**src/hw/cfg_option_pkg.sv**
```systemverilog
package cfg_option_pkg;
    localparam int CFG_WIDTH = 14;
    localparam int DATA_PROT_BIT = 8;
    localparam int PROG_PROT_BIT = 7;
    localparam int RESET_FUNC_BIT = 6;
    localparam int POWERUP_TIMER_BIT = 5;
    localparam int WDT_FIELD_HI = 4;
    localparam int WDT_FIELD_LO = 3;

    localparam logic [1:0] WDT_ALWAYS = 2'h3;
    localparam logic [1:0] WDT_RUN_ONLY = 2'h2;
    localparam logic [1:0] WDT_SOFTWARE = 2'h1;
    localparam logic [1:0] WDT_OFF = 2'h0;

    localparam logic [3:0] CFG_WORD_OFS = 4'h0;
    localparam logic [3:0] WDT_CTRL_OFS = 4'h4;
    localparam logic [3:0] PIN_CTRL_OFS = 4'h8;
    localparam logic [3:0] STATUS_OFS = 4'hC;

    localparam logic [13:0] CFG_RESET_VAL = 14'h3FFF;
    localparam logic WDT_CTRL_RESET_VAL = 1'b0;
    localparam logic PIN_CTRL_RESET_VAL = 1'b0;

    localparam int ST_DATA_PROT = 0;
    localparam int ST_PROG_PROT = 1;
    localparam int ST_EXT_RESET_EN = 2;
    localparam int ST_PULLUP = 3;
    localparam int ST_POWERUP_TIMER = 4;
    localparam int ST_WDT = 5;
    localparam int ST_LOADED = 6;

    localparam logic [1:0] RESP_OKAY = 2'h0;
    localparam logic [1:0] RESP_SLVERR = 2'h2;
endpackage : cfg_option_pkg

```
**src/hw/config_word_option_decode.sv**
```systemverilog
// Decided for this implementation: register access over AXI4-Lite and the register addresses.
`timescale 1ns/1ps
`default_nettype none

// Overview of operation
// data protect option bit 8: 1 leaves data readable, 0 protects data memory
// program protect option bit 7: 1 no protection, 0 protects program memory
// low-voltage programming option 1 makes reset function select bit 6 ignored
// lvp 0 and select 1: pin is external reset, weak pull-up forced on
// lvp 0 and select 0: digital input, no reset, pull-up from pin control
// power-up timer option bit 5 active low: 1 disables, 0 enables
// watchdog field 11 always on; 10 on while running, off in sleep
// watchdog field 01 follows the software watchdog enable bit
// watchdog field 00 keeps watchdog off regardless of software bit
module config_word_option_decode import cfg_option_pkg::*; (
    input wire logic core_clk_i,
    input wire logic sys_rst_i,
    input wire logic [13:0] config_word_i,
    input wire logic low_voltage_prog_opt_i,
    input wire logic sleep_i,
    input wire logic reset_pin_level_i,
    input wire logic s_axi_awvalid,
    output logic s_axi_awready,
    input wire logic [31:0] s_axi_awaddr,
    input wire logic s_axi_wvalid,
    output logic s_axi_wready,
    input wire logic [31:0] s_axi_wdata,
    input wire logic [3:0] s_axi_wstrb,
    output logic s_axi_bvalid,
    input wire logic s_axi_bready,
    output logic [1:0] s_axi_bresp,
    input wire logic s_axi_arvalid,
    output logic s_axi_arready,
    input wire logic [31:0] s_axi_araddr,
    output logic s_axi_rvalid,
    input wire logic s_axi_rready,
    output logic [31:0] s_axi_rdata,
    output logic [1:0] s_axi_rresp,
    output logic data_mem_protect_o,
    output logic prog_mem_protect_o,
    output logic external_reset_en_o,
    output logic external_reset_o,
    output logic pin_pullup_en_o,
    output logic pin_digital_o,
    output logic powerup_timer_en_o,
    output logic watchdog_en_o
);

    function automatic logic reg_hit(input logic [31:0] addr, input logic [3:0] ofs);
        reg_hit = (addr[31:4] == 28'h0) && (addr[3:0] == ofs);
    endfunction : reg_hit

    logic [13:0] cfg_r;
    logic cfg_loaded_r;
    logic lvp_r;
    logic sw_watchdog_enable_r;
    logic pin3_pullup_ctrl_r;
    logic [31:0] aw_addr_r;
    logic aw_held_r;
    logic [31:0] w_data_r;
    logic [3:0] w_strb_r;
    logic w_held_r;

    logic data_mem_protect_n;
    logic prog_mem_protect_n;
    logic reset_pin_func_sel;
    logic powerup_timer_en_n;
    logic [1:0] watchdog_en_field;
    logic reset_pin_is_reset;
    logic pullup_nxt;
    logic watchdog_nxt;

    assign data_mem_protect_n = cfg_r[DATA_PROT_BIT];
    assign prog_mem_protect_n = cfg_r[PROG_PROT_BIT];
    assign reset_pin_func_sel = cfg_r[RESET_FUNC_BIT];
    assign powerup_timer_en_n = cfg_r[POWERUP_TIMER_BIT];
    assign watchdog_en_field = cfg_r[WDT_FIELD_HI:WDT_FIELD_LO];

    // the non-volatile word is sampled once after reset release; later
    // changes on config_word_i have no effect until the next reset
    always_ff @(posedge core_clk_i) begin
        if (sys_rst_i) begin
            cfg_r <= CFG_RESET_VAL;
            lvp_r <= 1'b0;
            cfg_loaded_r <= 1'b0;
        end else if (!cfg_loaded_r) begin
            cfg_r <= config_word_i;
            lvp_r <= low_voltage_prog_opt_i;
            cfg_loaded_r <= 1'b1;
        end
    end

    // with lvp set the select bit is ignored and the pin stays a reset pin
    always_comb begin
        if (lvp_r) begin
            reset_pin_is_reset = 1'b1;
            pullup_nxt = 1'b1;
        end else if (reset_pin_func_sel) begin
            reset_pin_is_reset = 1'b1;
            pullup_nxt = 1'b1;
        end else begin
            reset_pin_is_reset = 1'b0;
            pullup_nxt = pin3_pullup_ctrl_r;
        end
    end

    always_comb begin
        case (watchdog_en_field)
            WDT_ALWAYS: watchdog_nxt = 1'b1;
            WDT_RUN_ONLY: watchdog_nxt = !sleep_i;
            WDT_SOFTWARE: watchdog_nxt = sw_watchdog_enable_r;
            default: watchdog_nxt = 1'b0;
        endcase
    end

    // outputs stay in their safe state until the word has been latched
    always_ff @(posedge core_clk_i) begin
        if (sys_rst_i || !cfg_loaded_r) begin
            data_mem_protect_o <= 1'b1;
            prog_mem_protect_o <= 1'b1;
            external_reset_en_o <= 1'b1;
            external_reset_o <= 1'b0;
            pin_pullup_en_o <= 1'b1;
            pin_digital_o <= 1'b0;
            powerup_timer_en_o <= 1'b0;
            watchdog_en_o <= 1'b0;
        end else begin
            data_mem_protect_o <= !data_mem_protect_n;
            prog_mem_protect_o <= !prog_mem_protect_n;
            external_reset_en_o <= reset_pin_is_reset;
            external_reset_o <= reset_pin_is_reset && !reset_pin_level_i;
            pin_pullup_en_o <= pullup_nxt;
            pin_digital_o <= !reset_pin_is_reset && reset_pin_level_i;
            powerup_timer_en_o <= !powerup_timer_en_n;
            watchdog_en_o <= watchdog_nxt;
        end
    end

    // write address and data may arrive in either order; each is held
    always_ff @(posedge core_clk_i) begin
        if (sys_rst_i) begin
            aw_held_r <= 1'b0;
            aw_addr_r <= 32'h0;
        end else if (s_axi_awvalid && s_axi_awready) begin
            aw_held_r <= 1'b1;
            aw_addr_r <= s_axi_awaddr;
        end else if (s_axi_bvalid && s_axi_bready) begin
            aw_held_r <= 1'b0;
        end
    end

    always_ff @(posedge core_clk_i) begin
        if (sys_rst_i) begin
            w_held_r <= 1'b0;
            w_data_r <= 32'h0;
            w_strb_r <= 4'h0;
        end else if (s_axi_wvalid && s_axi_wready) begin
            w_held_r <= 1'b1;
            w_data_r <= s_axi_wdata;
            w_strb_r <= s_axi_wstrb;
        end else if (s_axi_bvalid && s_axi_bready) begin
            w_held_r <= 1'b0;
        end
    end

    always_ff @(posedge core_clk_i) begin
        if (sys_rst_i) begin
            s_axi_awready <= 1'b1;
            s_axi_wready <= 1'b1;
        end else begin
            if (s_axi_awvalid && s_axi_awready) begin
                s_axi_awready <= 1'b0;
            end else if (s_axi_bvalid && s_axi_bready) begin
                s_axi_awready <= 1'b1;
            end
            if (s_axi_wvalid && s_axi_wready) begin
                s_axi_wready <= 1'b0;
            end else if (s_axi_bvalid && s_axi_bready) begin
                s_axi_wready <= 1'b1;
            end
        end
    end

    // register update and response in the cycle after both halves are held
    always_ff @(posedge core_clk_i) begin
        if (sys_rst_i) begin
            s_axi_bvalid <= 1'b0;
            s_axi_bresp <= RESP_OKAY;
            sw_watchdog_enable_r <= WDT_CTRL_RESET_VAL;
            pin3_pullup_ctrl_r <= PIN_CTRL_RESET_VAL;
        end else if (s_axi_bvalid) begin
            if (s_axi_bready) begin
                s_axi_bvalid <= 1'b0;
            end
        end else if (aw_held_r && w_held_r) begin
            s_axi_bvalid <= 1'b1;
            s_axi_bresp <= RESP_OKAY;
            if (reg_hit(aw_addr_r, WDT_CTRL_OFS)) begin
                if (w_strb_r[0]) begin
                    sw_watchdog_enable_r <= w_data_r[0];
                end
            end else if (reg_hit(aw_addr_r, PIN_CTRL_OFS)) begin
                if (w_strb_r[0]) begin
                    pin3_pullup_ctrl_r <= w_data_r[0];
                end
            end else if (reg_hit(aw_addr_r, CFG_WORD_OFS) || reg_hit(aw_addr_r, STATUS_OFS)) begin
                s_axi_bresp <= RESP_OKAY;
            end else begin
                s_axi_bresp <= RESP_SLVERR;
            end
        end
    end

    always_ff @(posedge core_clk_i) begin
        if (sys_rst_i) begin
            s_axi_arready <= 1'b1;
            s_axi_rvalid <= 1'b0;
            s_axi_rdata <= 32'h0;
            s_axi_rresp <= RESP_OKAY;
        end else if (s_axi_rvalid) begin
            if (s_axi_rready) begin
                s_axi_rvalid <= 1'b0;
                s_axi_arready <= 1'b1;
            end
        end else if (s_axi_arvalid && s_axi_arready) begin
            s_axi_arready <= 1'b0;
            s_axi_rvalid <= 1'b1;
            s_axi_rresp <= RESP_OKAY;
            s_axi_rdata <= 32'h0;
            if (reg_hit(s_axi_araddr, CFG_WORD_OFS)) begin
                s_axi_rdata[CFG_WIDTH-1:0] <= cfg_r;
            end else if (reg_hit(s_axi_araddr, WDT_CTRL_OFS)) begin
                s_axi_rdata[0] <= sw_watchdog_enable_r;
            end else if (reg_hit(s_axi_araddr, PIN_CTRL_OFS)) begin
                s_axi_rdata[0] <= pin3_pullup_ctrl_r;
            end else if (reg_hit(s_axi_araddr, STATUS_OFS)) begin
                s_axi_rdata[ST_DATA_PROT] <= data_mem_protect_o;
                s_axi_rdata[ST_PROG_PROT] <= prog_mem_protect_o;
                s_axi_rdata[ST_EXT_RESET_EN] <= external_reset_en_o;
                s_axi_rdata[ST_PULLUP] <= pin_pullup_en_o;
                s_axi_rdata[ST_POWERUP_TIMER] <= powerup_timer_en_o;
                s_axi_rdata[ST_WDT] <= watchdog_en_o;
                s_axi_rdata[ST_LOADED] <= cfg_loaded_r;
            end else begin
                s_axi_rresp <= RESP_SLVERR;
            end
        end
    end

endmodule : config_word_option_decode

`default_nettype wire

```
**config.mk**
```make
export PLATFORM = sky130hd
export DESIGN_NAME = config_word_option_decode
export DESIGN_NICKNAME = d
export VERILOG_FILES = /design/src/hw/cfg_option_pkg.sv /design/src/hw/config_word_option_decode.sv
export SDC_FILE = /design/constraint.sdc
export NUM_CORES = 1
export LEC_CHECK = 0
export BUFFER_PORTS_ARGS = -buffer_cell sky130_fd_sc_hd__buf_4
export CAP_MARGIN = 40
export CORE_MARGIN = 2
export CORE_UTILIZATION = 40
export CTS_CLUSTER_SIZE = 28
export DETAILED_ROUTE_END_ITERATION = 8
export PLACE_DENSITY = 0.69
export REMOVE_ABC_BUFFERS = 1
export SYNTH_ARGS = -nofsm -noshare
export SYNTH_HDL_FRONTEND = slang
export SYNTH_SLANG_ARGS = --single-unit
```
**constraint.sdc**
```tcl
create_clock -name core_clk_i -period 4.1 [get_ports core_clk_i]
set_input_delay 0.205 -clock core_clk_i [delete_from_list [all_inputs] [get_ports core_clk_i]]
set_output_delay 0.205 -clock core_clk_i [all_outputs]
set_load 0.005 [all_outputs]
```
Yosys cells after proc, flatten, opt, wreduce, memory -nomap -nowiden

Index checks and enable logic that the tools add are counted.
Widths: inputs -> output; s select.

Register bits: 85
Output and inout bits: 49
Word-level logic and storage cells: 109
Bits of input ports: 124

Muxes and demuxes: 33
Reduce and logical (&&, ||, !) cells: 37
Bitwise gates (word level): 3
Eq/ne operators: 10

Operator list:

| cell               | number |
|---|---|
| $logic_not 28->1   | 2 |
| $mux 7             | 3 |
| $mux 1             | 20 |
| $eq 4x4->1 const B | 4 |
| $logic_and 1x1->1  | 15 |
| $mux 2             | 7 |
| $mux 6             | 2 |
| $eq 4x3->1 const B | 2 |
| $logic_not 4->1    | 2 |
| $logic_not 1->1    | 7 |
| $reduce_and 2->1   | 3 |
| $reduce_bool 2->1  | 3 |
| $reduce_and 5->1   | 1 |
| $eq 2x2->1 const B | 2 |
| $reduce_and 4->1   | 1 |
| $not 1->1          | 3 |
| $pmux 1 s3         | 1 |
| $reduce_or 3->1    | 1 |
| $eq 2x1->1 const B | 1 |
| $logic_or 1x1->1   | 2 |
| $ne 2x1->1 const B | 1 |

Depth between registers and ports, before layout

Gate-level depths: netlist (run 1).

Depth in word-level cells: 6
Mapped depth: 6
Depth with buffers taken out: 4

Least setup slack after synthesis (run 1)

Ideal clock, no wire load.

Path type: register to register
Start point: register aw_addr_r[17]
End point: register pin3_pullup_ctrl_r
Path buffers: 0
Library setup time: 0.135 ns
Required time: 3.965 ns
Arrival time: 1.170 ns
Stages on the path, launching flop included: 5
Path slack: 2.794 ns
Clock period less this slack: 1.306 ns
Path through: dfxtp_1 > nor4_1 > nand4_1 > o311ai_0 > o41ai_1

Word-level cells in the longest chain between the ends: 4
Elaborated cells on any way between the ends: 5
Classes of those cells: bitwise: 1; reduce/logical: 4

Ends and longest elaborated chain:

| item                                | line                             | RTL |
|---|---|---|
| start: declaration                  | config_word_option_decode.sv:58  | `logic [31:0] aw_addr_r;` |
| start signal: assignment            | config_word_option_decode.sv:146 | `aw_addr_r <= s_axi_awaddr;` |
| $logic_not 28->1 *                  | config_word_option_decode.sv:50  | `reg_hit = (addr[31:4] == 28'h0) && (addr[3:0] == ofs);` |
| $logic_and 1x1->1                   | config_word_option_decode.sv:50  |  |
| $not 1->1 (no source line)          | n/a                              |  |
| $reduce_and 5->1 (no source line) * | n/a                              |  |
| end signal: assignment              | config_word_option_decode.sv:204 | `pin3_pullup_ctrl_r <= w_data_r[0];` |
| end: declaration                    | config_word_option_decode.sv:57  | `logic pin3_pullup_ctrl_r;` |

Mark *: on every way between the ends. The rest lies on a longest branch, timed or not.
A chain may end at the register's enable or synchronous reset.

==> impl_metrics.csv, run 1 <==
group,metric,value,unit
layout,regMostFlops,"aw_addr_r",
clock_tree,cts_resized,0,
synthesis,synth_commonest_cells,"nand2_1, dfxtp_1, a21oi_1",
synthesis,synth_most_common_cell,"nand2_1",
die,core_area,8180,sq um
critical_path,worst_ep_arrival_time,1.99,ns
placement,post-place-ws,1.97,ns
layout,drive_gt1_share,29.7,%
critical_path,cp-start-kind,"primary input",
critical_path,worst_ep_required_time,4.32,ns
pwr,leakagePower,0.00189,uW
synthesis,ys_async_sr_fraction,0,%
sta,holdWs,0.0177,ns
global_routing,grt_max_degree,52,
detailed_routing,drt-vias-per-instance,4.98,
detailed_routing,routed_wl,8000,um
sta,worst_slew_pin_slew,0.808,ns
detailed_routing,wire_per_inst,13.2,um
clock_tree,cts_root_buf,"clkbuf_8",
detailed_routing,vias,3017,
synthesis,yosys_warnings,0,
critical_path,cp-end-kind,"flip-flop",
placement,gp_congestion,0.744,
sta,fin_worst_skew,0.00867,ns
sta,slew_violations,0,
clock_tree,cts_tree,"done",
placement,dp_hpwl,5790,um
die,num_rows,33,
synthesis,synth_cell_type_count,36,
clock_tree,clkTransAtPathRegs,0.08,ns
synthesis,synth_area_leaders,"dfxtp_1, nand2_1, a21oi_1",
clock_tree,cts_buffers,9,
synthesis,synthCells,388,
layout,fin_util,54.5,%
clock_tree,clockBufferDepth,2,
clock_tree,cts.sinks,83,
sta,tns,0,ns
synthesis,yosysSeqAreaShare,49.4,%
sta,post-route-worst-setup-slack,2.33,ns
layout,fillers,780,
placement,port_buffers,118,
die,die_h,95.7,um
synthesis,yosysTopAreaCell,"dfxtp_1",
layout,largest_reg_flops,32,
die,ios,173,
sta,rsz0062_at_grt,"false",
outcome,outcome,"complete, no violations",
sta,finalCritPeriodShare,43.1,%
synthesis,synth-edff-count,0,
layout,regArea,1660,sq um
synthesis,yosys.area.top_type_share,49.4,%
global_routing,antenna_found_initial,0,
die,dieArea,9160,sq um
clock_tree,htreeDepth,3,
clock_tree,cts_post_setup_buffers_inserted,0,
global_routing,grt_pass1_vias,2761,
clock_tree,hold_buffers,0,
sta,min_period,1.77,ns
flow_run,drv_cap,0,
hold_path,hp-class,"in2reg",
layout,area_growth_syn_to_layout,32.5,%
detailed_routing,dr.pass1.iters,4,
pwr,vdd_drop_max,0.193,mV
layout,largest_registers,"aw_addr_r (32), cfg_r (14), s_axi_rdata (14)",
layout,multi_input_comb_area,1520,sq um
global_routing,grt_remaining_overflow,0,
synthesis,synth_ff_type,"dfxtp_1",
die,start_util,41.2,%
sta,relSlewSlack,45.8,%
pwr,power.density,375,nW/um^2
layout,final_nets,620,
sta,fmax,0.566,GHz
global_routing,grt_util_all_layers,17.5,%
placement,place_inst,590,
layout,fin_cells,606,
detailed_routing,ant_nets,0,
synthesis,ys_ff_latch,83,
sta,finalHoldViolCount,0,
synthesis,avgSynthCellArea,8.67,sq um
global_routing,grt_pass1_wl,12400,um
layout,n_antenna_cell,0,
clock_tree,clk_latency,0.35,ns
critical_path,path_max_fanout,51,
detailed_routing,first_iter_violations,85,
sta,finalSetupViolCount,0,
synthesis,synthesis.area,3360,sq um
detailed_routing,route.detailed.drc,0,
die,die_x,95.7,um
critical_path,crit_type,"in2reg",
-- cells in the final DEF, fill, tap and decap left out, types with 10 or more instances in the layout --
cell type | Yosys | routed
nand2_1 | 99 | 99
nand3_1 | 14 | 14
mux2i_1 | 15 | 15
a21oi_1 | 49 | 49
nor2_1 | 10 | 10
conb_1 | 1 | 20
dfxtp_1 | 83 | 83
clkbuf_8 | 0 | 13
buf_4 | 21 | 119
-- worst max-delay path: stages --
cell and delay [ns]:
buf_4 0.43, clkinv_1 0.80, o311ai_0 0.39, o41ai_1 0.15
-- final timing paths --
check | from | endpoint | slack [ns] | depth (start not counted)
max | sys_rst_i | pin3_pullup_ctrl_r$_SDFFE_PP0P_ | 2.33 | 4
min | reset_pin_level_i | external_reset_o$_SDFF_PP0_ | 0.02 | 2
max reg2reg | aw_addr_r[23]$_SDFFE_PP0P_ | pin3_pullup_ctrl_r$_SDFFE_PP0P_ | 2.45 | 4
min reg2reg | cfg_r[8]$_SDFFE_PP1N_ | data_mem_protect_o$_SDFF_PP1_ | 0.41 | 1
-- cells by family (layout without fill, tap and decap cells) --
logic type	Yosys count	count (layout)	synth area share [%]
and+or+nand+nor	173	173	26.6
DFF	83	83	49.4
buffers and inverters	45	139	7.51
muxes	16	16	5.13
other	1	20	0.111
AOI/OAI and AO/OA	70	70	11.2
-- layer usage --
layer / track usage [%] / vias to the layer above / part of all wire [%]
met5: 0 / - / 0
met4: 6.19 / 0 / 1.4
met3: 5.32 / 8 / 10
met2: 30.2 / 128 / 47
met1: 20.5 / 1357 / 41
li1: - / 1524 / -
-- area by class of cell --
type | instances | area share (%)
clock buffer | 13 | 4.01
inverter | 2 | 0.168
timing repair buffer | 121 | 21.0
tap | 105 | 2.95
clock inverter | 3 | 0.449
multi-input combinational | 279 | 34.1
sequential | 83 | 37.3
-- per-stage QoR --
stage / instance area (sq um) / total power, uW
after global routing: 4460 / 1750
after detailed placement: 4260 / 1120
after global placement: 4220 / 1110
after floorplan: 3190 / 984
after CTS: 4460 / 1690
final: 4460 / 1670
-- where the power goes --
part / internal, uW / total (uW) / switching, uW
Clock: 285 / 571 / 286
Sequential: 850 / 875 / 25.2
Combinational: 118 / 226 / 108
Power figures use the tool's default switching activity.
==> inputs of run 2 (changes only) <==
clock period = 1.8 ns   (was 4.1 ns; I/O delays follow)
==> impl_metrics.csv, run 2 (same netlist as run 1, synthesis figures left out) <==
group,metric,value,unit
outcome,outcome,"complete, no violations",
critical_path,crit_type,"reg2reg",
global_routing,grt_util_all_layers,19.4,%
critical_path,path_max_fanout,5,
clock_tree,clk_latency,0.34,ns
layout,final_nets,672,
clock_tree,cts_tree,"done",
layout,area_growth_syn_to_layout,48.6,%
hold_path,hold-path-cell-count,2,
clock_tree,clockBufferDepth,2,
detailed_routing,dr.pass1.iters,4,
global_routing,grt_pass1_wl,13900,um
critical_path,worst_ep_arrival_time,1.76,ns
clock_tree,cts_post_setup_buffers_inserted,0,
critical_path,cpPeakStageDelay,0.37,ns
critical_path,worst_ep_required_time,2.02,ns
clock_tree,cts.sinks,83,
layout,n_antenna_cell,0,
detailed_routing,drt-vias-per-instance,4.95,
hold_path,hp-class,"in2reg",
placement,gp_congestion,0.778,
die,start_util,41.2,%
critical_path,cp-start-kind,"flip-flop",
critical_path,cp_slowest_cell,"o311ai_0",
clock_tree,cts_root_buf,"clkbuf_8",
placement,dp_hpwl,5830,um
die,num_rows,33,
layout,largest_registers,"aw_addr_r (32), cfg_r (14), s_axi_rdata (14)",
die,ios,173,
pwr,vdd_drop_max,0.472,mV
detailed_routing,routed_wl,8830,um
global_routing,antenna_found_initial,0,
die,die_h,95.7,um
layout,regMostFlops,"aw_addr_r",
pwr,power,4320,uW
detailed_routing,ant_nets,0,
global_routing,grt_remaining_overflow,0,
sta,fmax,0.647,GHz
layout,layout_common_cells,"buf_4, nand2_1, dfxtp_1",
die,core_area,8180,sq um
hold_path,holdPathEnd,"w_strb_r[0]$_SDFFE_PP0P_",
critical_path,reg2reg_depth,4,
detailed_routing,first_iter_violations,107,
sta,slew_violations,0,
critical_path,path_cells,"nor4_1, nand4_1, o311ai_0, o41ai_1",
sta,tns,0,ns
sta,min_period,1.55,ns
sta,fin_worst_skew,0.00983,ns
critical_path,cp-end-kind,"flip-flop",
sta,finalHoldViolCount,0,
placement,port_buffers,118,
clock_tree,htreeDepth,3,
detailed_routing,wire_per_inst,13.4,um
critical_path,r2r_end,"pin3_pullup_ctrl_r$_SDFFE_PP0P_",
global_routing,grt_pass1_vias,3071,
die,die_x,95.7,um
detailed_routing,route.detailed.drc,0,
die,dieArea,9160,sq um
critical_path,r2r_slack,0.25,ns
clock_tree,clkTransAtPathRegs,0.09,ns
layout,largest_reg_flops,32,
sta,finalSetupViolCount,0,
hold_path,hp-start,"sys_rst_i",
global_routing,grt_max_degree,41,
pwr,power.density,865,nW/um^2
clock_tree,cts_buffers,9,
detailed_routing,vias,3259,
layout,final_common_cell,"buf_4",
sta,finalCritPeriodShare,85.9,%
flow_run,drv_cap,0,
pwr,leakagePower,0.00213,uW
critical_path,r2r-start,"aw_addr_r[17]$_SDFFE_PP0P_",
layout,drive_gt1_share,27.8,%
sta,rsz0062_at_grt,"false",
[run 2: cell types whose count changed in the layout (fill, tap and decap cells not counted), moves of 2 or more]
cell and change:
clkinvlp_4 -2, bufinv_16 +4, clkbuf_8 -4, dlygate4sd3_1 +47, buf_4 +7
[run 2: how the worst max path moves through the flow]
stage | to | cells after the start | from | slack (ns)
CTS | pin3_pullup_ctrl_r$_SDFFE_PP0P_ | 4 | aw_addr_r[23]$_SDFFE_PP0P_ | 0.25
global route | sw_watchdog_enable_r$_SDFFE_PP0P_ | 4 | aw_addr_r[17]$_SDFFE_PP0P_ | 0.04
global placement | sw_watchdog_enable_r$_SDFFE_PP0P_ | 4 | aw_addr_r[23]$_SDFFE_PP0P_ | 0.28
detailed placement | pin3_pullup_ctrl_r$_SDFFE_PP0P_ | 4 | aw_addr_r[23]$_SDFFE_PP0P_ | 0.26
finish | pin3_pullup_ctrl_r$_SDFFE_PP0P_ | 4 | aw_addr_r[17]$_SDFFE_PP0P_ | 0.25
floorplan | pin_pullup_en_o$_SDFF_PP1_ | 3 | cfg_loaded_r$_DFF_P_ | 0.28
[run 2: stage by stage]
stage	area [sq um]	utilization (%)	cells	hold slack (ns)	setup WS, ns
floorplan	3190	-	364	0.159	0.280
global placement	4270	52.2	595	0.263	0.283
detailed placement	4270	52.2	595	0.265	0.258
CTS	5000	61.2	658	0.00101	0.250
global route	5000	61.2	658	0.00824	0.0438
finish	5000	61.2	658	0.0153	0.255
[run 2: layout make-up]
type / instances / area [sq um]
clock buffer: 9 / 124
clock inverter: 7 / 139
multi-input combinational: 279 / 1520
timing repair buffer: 173 / 1420
inverter: 2 / 7.51
tap: 105 / 131
sequential: 83 / 1660
fill: 717 / 3170
[run 2: routing by layer]
metal	GRT usage [%]	share of wire, %	up-vias
li1	-	-	1622
met2	34.4	50	123
met4	7.02	1.1	0
met1	23.1	41	1504
met3	4.07	7.1	10
met5	0	0	-
[run 2: power by group]
group / switching (uW) / internal, uW
sequential: 59.4 / 1940
clock: 668 / 1060
combinational: 267 / 332
[run 2: worst max-delay path, delay by kind of cell, from the launching register on]
kind	cells	cell delay [ns]
DFF	1	0.32
and+or+nand+nor	2	0.59
AOI/OAI and AO/OA	2	0.50
[run 2: timing repair]
| item | 4_1_cts | 5_1_grt |
|---|---|---|
| resized for setup | 0 | 0 |
| endpoints found under the hold margin | 48 | 0 |
| hold buffers | 47 | 0 |
| setup endpoints to repair | 0 | 0 |
